--- src/gfs_defs.svh ---
// Offsets, field positions, reset values and timing counts of the register slice
`ifndef GFS_DEFS_SVH
`define GFS_DEFS_SVH
// ==========================================================
// Register offsets
`define GFS_ADDR_CFG 8'h1A
`define GFS_ADDR_FREQ 8'h1B
`define GFS_ADDR_STAT 8'h1C
`define GFS_ADDR_IST 8'h20
`define GFS_ADDR_IMASK 8'h21
// ==========================================================
// Global and pin 9 configuration fields
`define GFS_CFG_GLVL_BIT 7
`define GFS_CFG_GDIR_BIT 5
`define GFS_CFG_GEN_BIT 4
`define GFS_CFG_P9LVL_BIT 3
`define GFS_CFG_P9DIR_BIT 1
`define GFS_CFG_P9EN_BIT 0
`define GFS_CFG_WMASK 8'hBB
`define GFS_CFG_RST 8'h00
// ==========================================================
// Link status fields
`define GFS_STAT_TX_BIT 5
`define GFS_STAT_RX_BIT 4
`define GFS_STAT_PLL_BIT 3
`define GFS_STAT_SIG_BIT 1
`define GFS_STAT_LOCK_BIT 0
`define GFS_STAT_RST 8'h00
// ==========================================================
// Interrupt status and mask fields
`define GFS_IST_DONE_BIT 0
`define GFS_IST_LOCK_BIT 1
`define GFS_IST_SIG_BIT 2
`define GFS_IST_PLL_BIT 3
`define GFS_IST_RST 4'h0
`define GFS_RDATA_RST 8'h00
// ==========================================================
// Frequency counter and timing
`define GFS_CNT_MAX 8'hFF
`define GFS_CNT_RST 8'h00
`define GFS_OSC_PERIOD_NS 50
`define GFS_CLK_PERIOD_NS 5
`define GFS_OSC_CYCLES ((`GFS_OSC_PERIOD_NS + `GFS_CLK_PERIOD_NS - 1) / `GFS_CLK_PERIOD_NS)
`endif

--- src/gfs_pkg.sv ---
// Types shared by the register slice modules
package gfs_pkg;
  // ==========================================================
  // Pad mode decoded from a direction and enable pair
  typedef enum logic [1:0] {GFS_FUNC_OUT, GFS_TRISTATE, GFS_GP_OUT, GFS_GP_IN} gfs_mode_type;

  // Frequency counter state
  typedef struct packed {
    logic busy;
    logic done;
    logic pix_q;
    logic [7:0] rem;
    logic [7:0] cnt;
    logic [7:0] div;
  } gfs_cnt_state_type;

  // Pair decode: direction first, enable second
  function automatic gfs_mode_type gfs_decode(input logic dir, input logic en);
    gfs_mode_type m;
    m = GFS_FUNC_OUT;
    unique case ({dir, en})
      2'b00: m = GFS_FUNC_OUT;
      2'b10: m = GFS_TRISTATE;
      2'b01: m = GFS_GP_OUT;
      2'b11: m = GFS_GP_IN;
    endcase
    return m;
  endfunction
endpackage

--- src/gfs_cnt_if.sv ---
// Link between the register bank and the frequency counter
`timescale 1ns/100ps
interface gfs_cnt_if;
  logic start;
  logic [7:0] start_val;
  logic pix_level;
  logic [7:0] count;
  logic busy;
  logic done;
  modport ctl (output start, start_val, pix_level, input count, busy, done);
  modport cnt (input start, start_val, pix_level, output count, busy, done);
endinterface

--- src/gfs_regs.sv ---
// Register slice: pin override control, frequency counter and link status
//
// The address-and-strobe port was chosen for this implementation.
`timescale 1ns/100ps
`include "gfs_defs.svh"

module gfs_regs
#(
  parameter int NGP = 3,
  parameter int OSC_CYC = `GFS_OSC_CYCLES
)
(
  // Clock and reset
  input wire logic clock,
  input wire logic rst,
  // Register port
  input wire logic [7:0] reg_addr,
  input wire logic [7:0] reg_wdata,
  input wire logic reg_wr,
  input wire logic reg_rd,
  output logic [7:0] reg_rdata,
  // Link state from the core
  input wire logic tx_dual_in,
  input wire logic rx_dual_in,
  input wire logic audio_pll_lock_in,
  input wire logic sig_detect_in,
  input wire logic cdr_lock_ch0_in,
  input wire logic cdr_lock_ch1_in,
  // Pixel clock level
  input wire logic pix_clk_in,
  // Pads: index 0 is pin 9, others take their own pairs from outside
  input wire logic [NGP:0] pin_func_out,
  input wire logic [NGP-1:0] oth_dir,
  input wire logic [NGP-1:0] oth_en,
  input wire logic [NGP-1:0] oth_level,
  output logic [NGP:0] pin_out,
  output logic [NGP:0] pin_oe,
  // Interrupt
  output logic irq
);
  typedef struct packed {
    logic [7:0] cfg;
    logic [7:0] status;
    logic [3:0] ist;
    logic [3:0] mask;
    logic [7:0] rdata;
    logic irq;
    logic [NGP:0] pin_out;
    logic [NGP:0] pin_oe;
  } gfs_top_state_type;

  gfs_top_state_type st_r;
  gfs_top_state_type st_nxt;
  gfs_cnt_if cnt_if ();
  logic pin9_direction;
  logic pin9_enable;
  logic pin9_out_level;
  logic glob_dir;
  logic glob_en;
  logic glob_level;
  logic tx_two_link_flag;
  logic rx_two_link_flag;
  logic lock_live;
  logic [7:0] status_live;
  logic [3:0] events;
  logic [NGP:0] all_dir;
  logic [NGP:0] all_en;
  logic [NGP:0] all_level;
  logic [NGP:0] mux_level;
  logic [NGP:0] mux_oe;
  gfs_pkg::gfs_mode_type glob_mode;

  // ==========================================================
  // Configuration fields
  assign pin9_direction = st_r.cfg[`GFS_CFG_P9DIR_BIT];
  assign pin9_enable = st_r.cfg[`GFS_CFG_P9EN_BIT];
  assign pin9_out_level = st_r.cfg[`GFS_CFG_P9LVL_BIT];
  assign glob_dir = st_r.cfg[`GFS_CFG_GDIR_BIT];
  assign glob_en = st_r.cfg[`GFS_CFG_GEN_BIT];
  assign glob_level = st_r.cfg[`GFS_CFG_GLVL_BIT];
  assign glob_mode = gfs_pkg::gfs_decode(glob_dir, glob_en);

  // ==========================================================
  // Live link status
  assign tx_two_link_flag = tx_dual_in;
  assign rx_two_link_flag = rx_dual_in;
  // Both channels must lock while receiving dual-link
  assign lock_live = cdr_lock_ch0_in & (~rx_dual_in | cdr_lock_ch1_in);
  always_comb
  begin
    status_live = `GFS_STAT_RST;
    status_live[`GFS_STAT_TX_BIT] = tx_two_link_flag;
    status_live[`GFS_STAT_RX_BIT] = rx_two_link_flag;
    status_live[`GFS_STAT_PLL_BIT] = audio_pll_lock_in;
    status_live[`GFS_STAT_SIG_BIT] = sig_detect_in;
    status_live[`GFS_STAT_LOCK_BIT] = lock_live;
  end

  // Events: measurement done and changes of lock, detect, PLL
  always_comb
  begin
    events = 4'h0;
    events[`GFS_IST_DONE_BIT] = cnt_if.done;
    events[`GFS_IST_LOCK_BIT] = status_live[`GFS_STAT_LOCK_BIT] ^ st_r.status[`GFS_STAT_LOCK_BIT];
    events[`GFS_IST_SIG_BIT] = status_live[`GFS_STAT_SIG_BIT] ^ st_r.status[`GFS_STAT_SIG_BIT];
    events[`GFS_IST_PLL_BIT] = status_live[`GFS_STAT_PLL_BIT] ^ st_r.status[`GFS_STAT_PLL_BIT];
  end

  // ==========================================================
  // Frequency counter
  assign cnt_if.start = reg_wr && (reg_addr == `GFS_ADDR_FREQ);
  assign cnt_if.start_val = reg_wdata;
  assign cnt_if.pix_level = pix_clk_in;

  gfs_freq_cnt #(
    .OSC_CYC(OSC_CYC)
  ) u_freq (
    .clock(clock),
    .rst(rst),
    .cif(cnt_if.cnt)
  );

  // ==========================================================
  // Pad muxes, one per pad
  assign all_dir = {oth_dir, pin9_direction};
  assign all_en = {oth_en, pin9_enable};
  assign all_level = {oth_level, pin9_out_level};

  genvar gi;
  generate
    for (gi = 0; gi <= NGP; gi++)
    begin : g_pad
      gfs_pin_mux u_mux (
        .ind_dir(all_dir[gi]),
        .ind_en(all_en[gi]),
        .ind_level(all_level[gi]),
        .glob_dir(glob_dir),
        .glob_en(glob_en),
        .glob_level(glob_level),
        .func_out(pin_func_out[gi]),
        .drv_level(mux_level[gi]),
        .drv_oe(mux_oe[gi])
      );
    end
  endgenerate

  // ==========================================================
  // Bus decode, interrupt and pad registers
  always_comb
  begin
    st_nxt = st_r;
    st_nxt.status = status_live;
    st_nxt.rdata = `GFS_RDATA_RST;
    st_nxt.pin_out = mux_level;
    st_nxt.pin_oe = mux_oe;
    // Sticky events; a read clears, a new event still wins
    st_nxt.ist = st_r.ist | events;
    if (reg_wr)
    begin
      unique case (reg_addr)
        `GFS_ADDR_CFG: st_nxt.cfg = reg_wdata & `GFS_CFG_WMASK;
        `GFS_ADDR_IMASK: st_nxt.mask = reg_wdata[3:0];
        default: st_nxt.cfg = st_r.cfg;
      endcase
    end
    if (reg_rd)
    begin
      unique case (reg_addr)
        `GFS_ADDR_CFG: st_nxt.rdata = st_r.cfg;
        `GFS_ADDR_FREQ: st_nxt.rdata = cnt_if.count;
        `GFS_ADDR_STAT: st_nxt.rdata = st_r.status;
        `GFS_ADDR_IST:
        begin
          st_nxt.rdata = {4'h0, st_r.ist};
          st_nxt.ist = events;
        end
        `GFS_ADDR_IMASK: st_nxt.rdata = {4'h0, st_r.mask};
        default: st_nxt.rdata = `GFS_RDATA_RST;
      endcase
    end
    st_nxt.irq = |(st_nxt.ist & st_nxt.mask);
  end

  // State register
  always_ff @(posedge clock or posedge rst)
  begin
    if (rst)
    begin
      st_r.cfg <= `GFS_CFG_RST;
      st_r.status <= `GFS_STAT_RST;
      st_r.ist <= `GFS_IST_RST;
      st_r.mask <= `GFS_IST_RST;
      st_r.rdata <= `GFS_RDATA_RST;
      st_r.irq <= 1'b0;
      st_r.pin_out <= '0;
      st_r.pin_oe <= '0;
    end
    else
      st_r <= st_nxt;
  end

  // Outputs straight from the state register
  assign reg_rdata = st_r.rdata;
  assign pin_out = st_r.pin_out;
  assign pin_oe = st_r.pin_oe;
  assign irq = st_r.irq;

  // ==========================================================
  // Checks on configuration
  cfg_reset_a: assert property (@(posedge clock) $fell(rst) |-> st_r.cfg == `GFS_CFG_RST)
    else $error("config not zero after reset");
  cfg_reserved_a: assert property (@(posedge clock) disable iff (rst)
    st_r.cfg[6] == 1'b0 && st_r.cfg[2] == 1'b0)
    else $error("reserved config bit set");
  cfg_write_a: assert property (@(posedge clock) disable iff (rst)
    (reg_wr && reg_addr == `GFS_ADDR_CFG) |=> st_r.cfg == ($past(reg_wdata) & `GFS_CFG_WMASK))
    else $error("config write lost");

  // Checks on pads
  pin9_gpio_a: assert property (@(posedge clock) disable iff (rst)
    (!pin9_direction && pin9_enable) |=> (pin_oe[0] && pin_out[0] == $past(pin9_out_level)))
    else $error("pin 9 level not driven");
  ind_prior_a: assert property (@(posedge clock) disable iff (rst)
    (pin9_direction && pin9_enable && glob_mode == gfs_pkg::GFS_GP_OUT) |=> !pin_oe[0])
    else $error("global overrode pin 9");
  glob_level_a: assert property (@(posedge clock) disable iff (rst)
    (!oth_dir[0] && !oth_en[0] && !glob_dir && glob_en)
    |=> (pin_oe[1] && pin_out[1] == $past(glob_level)))
    else $error("global level not driven");
  glob_tri_a: assert property (@(posedge clock) disable iff (rst)
    (!oth_dir[0] && !oth_en[0] && glob_dir) |=> !pin_oe[1])
    else $error("global release ignored");
  glob_func_a: assert property (@(posedge clock) disable iff (rst)
    (!oth_dir[0] && !oth_en[0] && !glob_dir && !glob_en)
    |=> (pin_oe[1] && pin_out[1] == $past(pin_func_out[1])))
    else $error("functional drive lost");

  // Checks on counter and status reads
  start_write_a: assert property (@(posedge clock) disable iff (rst)
    (reg_wr && reg_addr == `GFS_ADDR_FREQ) |=> (cnt_if.busy || cnt_if.done))
    else $error("write did not start count");
  freq_read_a: assert property (@(posedge clock) disable iff (rst)
    (reg_rd && reg_addr == `GFS_ADDR_FREQ) |=> reg_rdata == $past(cnt_if.count))
    else $error("count read wrong");
  stat_mode_a: assert property (@(posedge clock) disable iff (rst)
    (reg_rd && reg_addr == `GFS_ADDR_STAT) ##1 !$past(rst, 2)
    |-> (reg_rdata[5] == $past(tx_dual_in, 2) && reg_rdata[4] == $past(rx_dual_in, 2)))
    else $error("link mode status wrong");
  stat_misc_a: assert property (@(posedge clock) disable iff (rst)
    (reg_rd && reg_addr == `GFS_ADDR_STAT) ##1 !$past(rst, 2)
    |-> (reg_rdata[3] == $past(audio_pll_lock_in, 2) && reg_rdata[1] == $past(sig_detect_in, 2)))
    else $error("pll or detect status wrong");
  stat_lock_a: assert property (@(posedge clock) disable iff (rst)
    (reg_rd && reg_addr == `GFS_ADDR_STAT) ##1 !$past(rst, 2)
    |-> (reg_rdata[0] == $past(lock_live, 2) && reg_rdata[7:6] == 2'b00 && reg_rdata[2] == 1'b0))
    else $error("lock status wrong");
endmodule

--- src/gfs_pin_mux.sv ---
// Per-pad selection between individual, global and functional drive
`timescale 1ns/100ps
module gfs_pin_mux
(
  // Individual pair and level
  input wire logic ind_dir,
  input wire logic ind_en,
  input wire logic ind_level,
  // Global pair and level
  input wire logic glob_dir,
  input wire logic glob_en,
  input wire logic glob_level,
  // Core function
  input wire logic func_out,
  // Pad drive
  output logic drv_level,
  output logic drv_oe
);
  gfs_pkg::gfs_mode_type ind_mode;
  gfs_pkg::gfs_mode_type glob_mode;

  // ==========================================================
  // Decode both pairs
  assign ind_mode = gfs_pkg::gfs_decode(ind_dir, ind_en);
  assign glob_mode = gfs_pkg::gfs_decode(glob_dir, glob_en);

  // Individual setting wins unless it is plain functional
  always_comb
  begin
    drv_level = 1'b0;
    drv_oe = 1'b0;
    unique case (ind_mode)
      gfs_pkg::GFS_GP_OUT:
      begin
        drv_level = ind_level;
        drv_oe = 1'b1;
      end
      gfs_pkg::GFS_GP_IN, gfs_pkg::GFS_TRISTATE:
      begin
        drv_oe = 1'b0;
      end
      gfs_pkg::GFS_FUNC_OUT:
      begin
        unique case (glob_mode)
          gfs_pkg::GFS_FUNC_OUT:
          begin
            drv_level = func_out;
            drv_oe = 1'b1;
          end
          gfs_pkg::GFS_GP_OUT:
          begin
            drv_level = glob_level;
            drv_oe = 1'b1;
          end
          gfs_pkg::GFS_TRISTATE, gfs_pkg::GFS_GP_IN:
          begin
            drv_oe = 1'b0;
          end
        endcase
      end
    endcase
  end
endmodule

--- src/gfs_freq_cnt.sv ---
// Pixel clock edge counter over an interval of oscillator periods
`timescale 1ns/100ps
`include "gfs_defs.svh"
module gfs_freq_cnt
#(
  parameter int OSC_CYC = `GFS_OSC_CYCLES
)
(
  // Clock and reset
  input wire logic clock,
  input wire logic rst,
  // Control link
  gfs_cnt_if.cnt cif
);
  localparam logic [7:0] OSC_LAST = 8'(OSC_CYC - 1);
  gfs_pkg::gfs_cnt_state_type st_r;
  gfs_pkg::gfs_cnt_state_type st_nxt;
  logic pix_edge;
  logic [15:0] el_r;
  logic [7:0] val_r;

  // ==========================================================
  // Counter sequence
  assign pix_edge = cif.pix_level & ~st_r.pix_q;
  always_comb
  begin
    st_nxt = st_r;
    st_nxt.pix_q = cif.pix_level;
    st_nxt.done = 1'b0;
    if (cif.start)
    begin
      st_nxt.busy = (cif.start_val != 8'h00);
      st_nxt.done = (cif.start_val == 8'h00);
      st_nxt.rem = cif.start_val;
      st_nxt.div = 8'h00;
      st_nxt.cnt = `GFS_CNT_RST;
    end
    else if (st_r.busy)
    begin
      if (pix_edge && st_r.cnt != `GFS_CNT_MAX)
        st_nxt.cnt = st_r.cnt + 8'h01;
      if (st_r.div == OSC_LAST)
      begin
        st_nxt.div = 8'h00;
        st_nxt.rem = st_r.rem - 8'h01;
        if (st_r.rem == 8'h01)
        begin
          st_nxt.busy = 1'b0;
          st_nxt.done = 1'b1;
        end
      end
      else
        st_nxt.div = st_r.div + 8'h01;
    end
  end

  // State register
  always_ff @(posedge clock or posedge rst)
  begin
    if (rst)
      st_r <= '0;
    else
      st_r <= st_nxt;
  end

  // Outputs to the bank
  assign cif.count = st_r.cnt;
  assign cif.busy = st_r.busy;
  assign cif.done = st_r.done;

  // ==========================================================
  // Helper: elapsed busy cycles and written value
  always_ff @(posedge clock or posedge rst)
  begin
    if (rst)
    begin
      el_r <= 16'h0000;
      val_r <= 8'h00;
    end
    else if (cif.start)
    begin
      el_r <= 16'h0000;
      val_r <= cif.start_val;
    end
    else if (st_r.busy)
      el_r <= el_r + 16'h0001;
  end

  interval_len_a: assert property (@(posedge clock) disable iff (rst)
    st_r.done |-> el_r == 16'(val_r * OSC_CYC))
    else $error("interval length wrong");
  count_sat_a: assert property (@(posedge clock) disable iff (rst)
    (st_r.busy && st_r.cnt == `GFS_CNT_MAX && !cif.start) |=> st_r.cnt == `GFS_CNT_MAX)
    else $error("count wrapped");
endmodule

--- config.mk ---
export PLATFORM = sky130hd
export DESIGN_NAME = gfs_regs
export DESIGN_NICKNAME = d
export VERILOG_FILES = /design/src/gfs_pkg.sv /design/src/gfs_cnt_if.sv /design/src/gfs_regs.sv /design/src/gfs_pin_mux.sv /design/src/gfs_freq_cnt.sv
export VERILOG_INCLUDE_DIRS = /design/src
export SDC_FILE = /design/constraint.sdc
export NUM_CORES = 1
export LEC_CHECK = 0
export BUFFER_PORTS_ARGS = -buffer_cell sky130_fd_sc_hd__buf_4
export CAP_MARGIN = 20
export CELL_PAD_IN_SITES_DETAIL_PLACEMENT = 0
export CELL_PAD_IN_SITES_GLOBAL_PLACEMENT = 2
export CORE_MARGIN = 8
export CORE_UTILIZATION = 38
export CTS_CLUSTER_SIZE = 12
export DETAILED_ROUTE_END_ITERATION = 7
export PLACE_DENSITY_LB_ADDON = 0.1
export SLEW_MARGIN = 20
export SYNTH_ARGS = -nofsm -noshare
export SYNTH_HDL_FRONTEND = slang
export SYNTH_SLANG_ARGS = --single-unit
export TNS_END_PERCENT = 5
--- constraint.sdc ---
create_clock -name clock -period 4.66 [get_ports clock]
set_clock_uncertainty 0.2 [all_clocks]
set_input_delay 0.699 -clock clock [delete_from_list [all_inputs] [get_ports clock]]
set_output_delay 0.699 -clock clock [all_outputs]
set_load 0.005 [all_outputs]
==> results of run 1 <==
## sequential cells by signal, summed over array words and instances, names as in the netlist, 4 cells and up
register / flops
u_freq.st_r: 17
u_freq.cif.count: 8
st_r: 13
pin_out: 4
reg_rdata: 8
pin_oe: 4
## worst paths after layout
kind	to	cells after the start
worst min register to register	st_r[21]	2
worst max register to register	u_freq.st_r[23]	6
worst max-delay path	u_freq.cif.busy	5
max in group asynchronous	st_r[22]	3
worst min-delay path	st_r[21]	2
min in group asynchronous	pin_oe[2]	2
## cells by family after synthesis
logic type	after synthesis	share of synthesized area (%)
multiplexers	18	6.18
AO/OA/AOI/OAI	69	13.8
flip-flops	63	48.7
AND/OR/NAND/NOR	121	20.7
adder cells (fa/ha/maj)	5	1.93
XOR/XNOR	8	2.16
buffers and inverters	40	6.57
## power by group
group / switching (mW) / total, mW / leakage, nW / internal [mW]
sequential: 0.0787 / 0.685 / 0.763 / 0.607
combinational: 0.101 / 0.206 / 0.797 / 0.105
clock: 0.220 / 0.550 / 0.112 / 0.329
## routing by layer
metal	vias up	track usage [%]
li1	1253	-
met1	1247	18.4
met2	66	22.8
met3	4	4.28
met4	0	4.30
met5	-	0
## cell type report
class / count / area (µm²) / share of cell area, %
sequential: 63 / 1580 / 40.7
multi-input combinational: 221 / 1450 / 37.5
timing repair buffer: 58 / 435 / 11.3
clock buffer: 11 / 151 / 3.91
tap: 105 / 131 / 3.39
clock inverter: 5 / 80.1 / 2.07
inverter: 12 / 45.0 / 1.16
## worst register-to-register path: stages (launching register included)
cell,delay [ps]
dfrtp_1,430
inv_1,80
ha_1,140
nor4b_1,410
nand2_1,250
or4b_2,680
a31oi_1,180
## placed cells by master (no fill, tap or decap), drive strengths merged, types with 2 or more instances in the layout
| master | instances |
|---|---|
| dfrtp | 63 |
| buf | 58 |
| nand2 | 23 |
| nor2 | 22 |
| a21oi | 19 |
| mux2 | 16 |
| o21ai | 15 |
| nand3 | 14 |
| inv | 12 |
| clkbuf | 11 |
| or3 | 10 |
| o31ai | 9 |
| a22oi | 8 |
| nand4 | 7 |
| nor3 | 6 |
| xor2 | 5 |
| ha | 5 |
| nor4 | 5 |
| and3 | 4 |
| nor2b | 4 |
| nand3b | 4 |
| a211oi | 4 |
| nor4b | 3 |
| and4 | 3 |
| or4 | 3 |
| a31oi | 3 |
| xnor2 | 3 |
| or4b | 3 |
| and3b | 2 |
| or3b | 2 |
| nand2b | 2 |
| a21o | 2 |
| mux2i | 2 |
| bufinv | 2 |
| clkinvlp | 2 |
| and2 | 2 |
==> flow_metrics.env, run 1 <==
export IMPL_status="complete, no violations"
export IMPL_die_h_um=108
export IMPL_cts_max_level=3
export IMPL_max_stage_delay_ps=920
export IMPL_crit_type="primary input to flop"
export IMPL_core_area_um2=8260
export IMPL_clk_path_buf_depth=2
export IMPL_cp_slowest_cell="and4_1"
export IMPL_tightest_slew_ps=927
export IMPL_insertedDiodeCount=0
export IMPL_hold_ws_ps=258
export IMPL_drc=0
export IMPL_track_usage_pct=14.3
export IMPL_synth_cell_types=50
export IMPL_final_area_um2=3870
export IMPL_numCtsBuffers=9
export IMPL_dp_slack_ps=1570
export IMPL_grt_ovfl_total=0
export IMPL_arrival_ps=2720
export IMPL_synth_area_um2=3240
export IMPL_grt_pass1_wl_mm=13.1
export IMPL_drive_gt1_share_pct=26.5
export IMPL_fp_dieArea_um2=11700
export IMPL_viasPerCell=5.41
export IMPL_ios=57
export IMPL_cp_cell_sequence="buf_4 -> nor4b_1 -> and4_1 -> nand3_1 -> o211a_1"
export IMPL_clk_pin_slew_ps=70
export IMPL_via_count=2570
export IMPL_synthArstFlopShare_pct=100
export IMPL_holdCritPathClass="flop to flop"
export IMPL_clock_sinks=63
export IMPL_placed_area_um2=3640
export IMPL_ys_seq_elements=63
export IMPL_synth_area_top_cells="dfrtp_1, mux2_2, buf_4"
export IMPL_worst_path_max_fanout=26
export IMPL_port_buffers=56
export IMPL_seq_area_frac_synth_pct=48.7
export IMPL_antenna_found_initial=0
export IMPL_p_per_area_nw_per_um2=372
export IMPL_synth_edff_count=0
export IMPL_syn_nets=369
export IMPL_final_core_util_pct=46.9
export IMPL_postSynthCellCount=324
export IMPL_rsz0062_at_grt="false"
export IMPL_min_from="u_freq.cif.done"
export IMPL_clkLatencyLatePin_ps=340
export IMPL_min_period_over_period_pct=57.7
export IMPL_instances_no_fill=475
export IMPL_synthFlopType="dfrtp_1"
export IMPL_path_delay_family="simple AND/OR/NAND/NOR gates"
export IMPL_setup_violations=0
export IMPL_core_rowCount=33
export IMPL_r2r_start="u_freq.st_r[1]"
export IMPL_dr_wl_met2_mm=3.83
export IMPL_first_pass_iters=6
export IMPL_worstPathBufferInverterCount=1
export IMPL_ys_warn_count=0
export IMPL_nets=410
export IMPL_syn2layout_area_growth_pct=19.5
export IMPL_synth_avg_cell_area_um2=10.0
export IMPL_filler_cell_count=806
export IMPL_period_needed_ps=2690
export IMPL_dp_cells=459
export IMPL_irDropWorstVdd_mv=0.181
export IMPL_antenna_left=0
export IMPL_slew_headroom_pct=38.2
export IMPL_cts_resized=0
export IMPL_first_iter_violations=131
export IMPL_yosysMostFrequentCell="dfrtp_1"
export IMPL_finalWirelength_mm=8.20
export IMPL_post_drt_wl_per_cell_um=17.3
export IMPL_start_util_pct=39.2
export IMPL_cts_hold_buf=0
export IMPL_grt_max_degree=40
export IMPL_post_cts_buffers=0
export IMPL_synth_top_area_share_pct=48.7
export IMPL_p_leak_nw=1.67
export IMPL_critPathRequiredTime_ps=4690
export IMPL_cts_tree="built"
export IMPL_hpwlAfterDp_mm=6.03
export IMPL_gp_congestion=0.810
export IMPL_max_cap_viol_count=0
export IMPL_synth_common_cells="dfrtp_1, nand2_1, nor2_1, a21oi_1"
export IMPL_hold_viol_final=0
export IMPL_clock_root_buffer="clkbuf_8"
export IMPL_rrSetupSlack_ps=2230
export IMPL_first_global_vias=2603
export IMPL_cp_start_kind="primary input"
export IMPL_drv_slew=0
export IMPL_wirelength_met1_mm=3.88
export IMPL_worstSetupStartpoint="reg_addr[5]"
export IMPL_worstSetupEndpointType="flop"
export IMPL_max_freq_ghz=0.372
export IMPL_yosysTopAreaCell="dfrtp_1"
export IMPL_fin_ws_ps=1970
export IMPL_power_total_mw=1.44
export IMPL_die_w_um=108
export IMPL_fin_setup_tns_ps=0
export IMPL_top_layer="met4"
export IMPL_route_met3_wl_um=420
Power figures use the tool's default switching activity.
==> run 2, diff against run 1 <==
CORE_UTILIZATION = 35   (was 38)
clock period = 2.5 ns   (was 4.66 ns; I/O delays follow)
==> flow_metrics.env, run 2 (synthesis results as in run 1) <==
export IMPL_status="complete, no violations"
export IMPL_cp_start_kind="flop"
export IMPL_ios=57
export IMPL_insertedDiodeCount=0
export IMPL_final_area_um2=4020
export IMPL_crit_type="flop to flop"
export IMPL_core_rowCount=35
export IMPL_viasPerCell=5.15
export IMPL_worstSetupEndpointType="flop"
export IMPL_irDropWorstVdd_mv=0.497
export IMPL_nets=433
export IMPL_dp_cells=479
export IMPL_grt_ovfl_total=0
export IMPL_start_util_pct=35.6
export IMPL_drv_slew=0
export IMPL_p_per_area_nw_per_um2=621
export IMPL_drive_gt1_share_pct=28.5
export IMPL_top_register="u_freq.st_r"
export IMPL_critPathRequiredTime_ps=2500
export IMPL_first_pass_iters=4
export IMPL_layout_common_cells="buf_4, dfrtp_1, nand2_1, nor2_1, a21oi_1"
export IMPL_placed_area_um2=3750
export IMPL_setup_violations=0
export IMPL_final_core_util_pct=44.1
export IMPL_slew_headroom_pct=55.2
export IMPL_track_usage_pct=14.1
export IMPL_largestRegisters="u_freq.st_r x17, st_r x13"
export IMPL_tightest_slew_ps=663
export IMPL_cts_resized=0
export IMPL_fp_dieArea_um2=12600
export IMPL_hold_viol_final=0
export IMPL_max_freq_ghz=0.425
export IMPL_first_iter_violations=112
export IMPL_holdCritPathClass="primary input to flop"
export IMPL_p_leak_nw=1.75
export IMPL_final_common_cell="buf_4"
export IMPL_via_count=2598
export IMPL_antenna_found_initial=0
export IMPL_min_period_over_period_pct=94.0
export IMPL_largest_register_ffs=17
export IMPL_antenna_left=0
export IMPL_worst_path_max_fanout=6
export IMPL_grt_max_degree=28
export IMPL_port_buffers=56
export IMPL_fin_ws_ps=150
export IMPL_clk_path_buf_depth=2
export IMPL_cts_tree="built"
export IMPL_numCtsBuffers=9
export IMPL_die_w_um=112
export IMPL_max_cap_viol_count=0
export IMPL_die_h_um=112
export IMPL_fin_setup_tns_ps=0
export IMPL_hold_ws_ps=48.3
export IMPL_dp_slack_ps=93.1
export IMPL_clock_root_buffer="clkbuf_8"
export IMPL_core_area_um2=9110
export IMPL_clock_sinks=63
export IMPL_hpwlAfterDp_mm=6.39
export IMPL_syn2layout_area_growth_pct=23.9
export IMPL_post_drt_wl_per_cell_um=16.9
export IMPL_clk_pin_slew_ps=80
export IMPL_grt_pass1_wl_mm=14.3
export IMPL_instances_no_fill=504
export IMPL_period_needed_ps=2350
export IMPL_cts_max_level=3
export IMPL_arrival_ps=2350
export IMPL_finalWirelength_mm=8.54
export IMPL_clkLatencyLatePin_ps=340
export IMPL_gp_congestion=0.798
export IMPL_drc=0
export IMPL_rsz0062_at_grt="false"
export IMPL_power_total_mw=2.49
export IMPL_first_global_vias=2726
run 2: path summary, 6_finish.rpt:
check,from,endpoint,slack [ps],cells past startpoint
max in group asynchronous,rst,u_freq.st_r[19],1040,4
hold / removal,cdr_lock_ch0_in,st_r[25],50,2
hold reg to reg,u_freq.cif.done,st_r[21],260,2
setup / recovery,u_freq.st_r[0],u_freq.st_r[21],150,5
setup reg to reg,u_freq.st_r[0],u_freq.st_r[21],150,5
min in group asynchronous,rst,reg_rdata[5],440,3
run 2: area by class of cell:
cell class	instances	area, µm²
flip-flops and latches	63	1580
fillers	913	5090
repair buffers	81	631
clock buffers	9	124
well taps	111	139
inverters	12	45.0
clock inverters	7	50.0
multi-input cells	221	1450
run 2: metal layers:
layer / global-route usage (%) / wire [µm] / up-vias
met4: 3.87 / 129 / 0
met3: 4.62 / 399 / 10
met1: 18.2 / 4140 / 1241
met2: 21.9 / 3880 / 53
li1: - / - / 1294
met5: 0 / 0 / -
run 2: worst max-delay path, cell delays in order, from the launching register on:
cell and delay, ps:
dfrtp_1 440, ha_1 180, or4b_2 670, nor4_2 440, a21bo_2 200, a31oi_1 70
run 2: repair_timing:
| item | CTS | global route |
|---|---|---|
| hold buffers | 9 | 0 |
| buffers inserted | 0 | 0 |
| endpoints found under the hold margin | 34 | 0 |
run 2: power breakdown:
part,leakage (nW),internal [mW],switching [mW]
logic,0.904,0.230,0.211
clock network,0.0812,0.358,0.437
registers,0.763,1.13,0.127
total,1.75,1.72,0.775
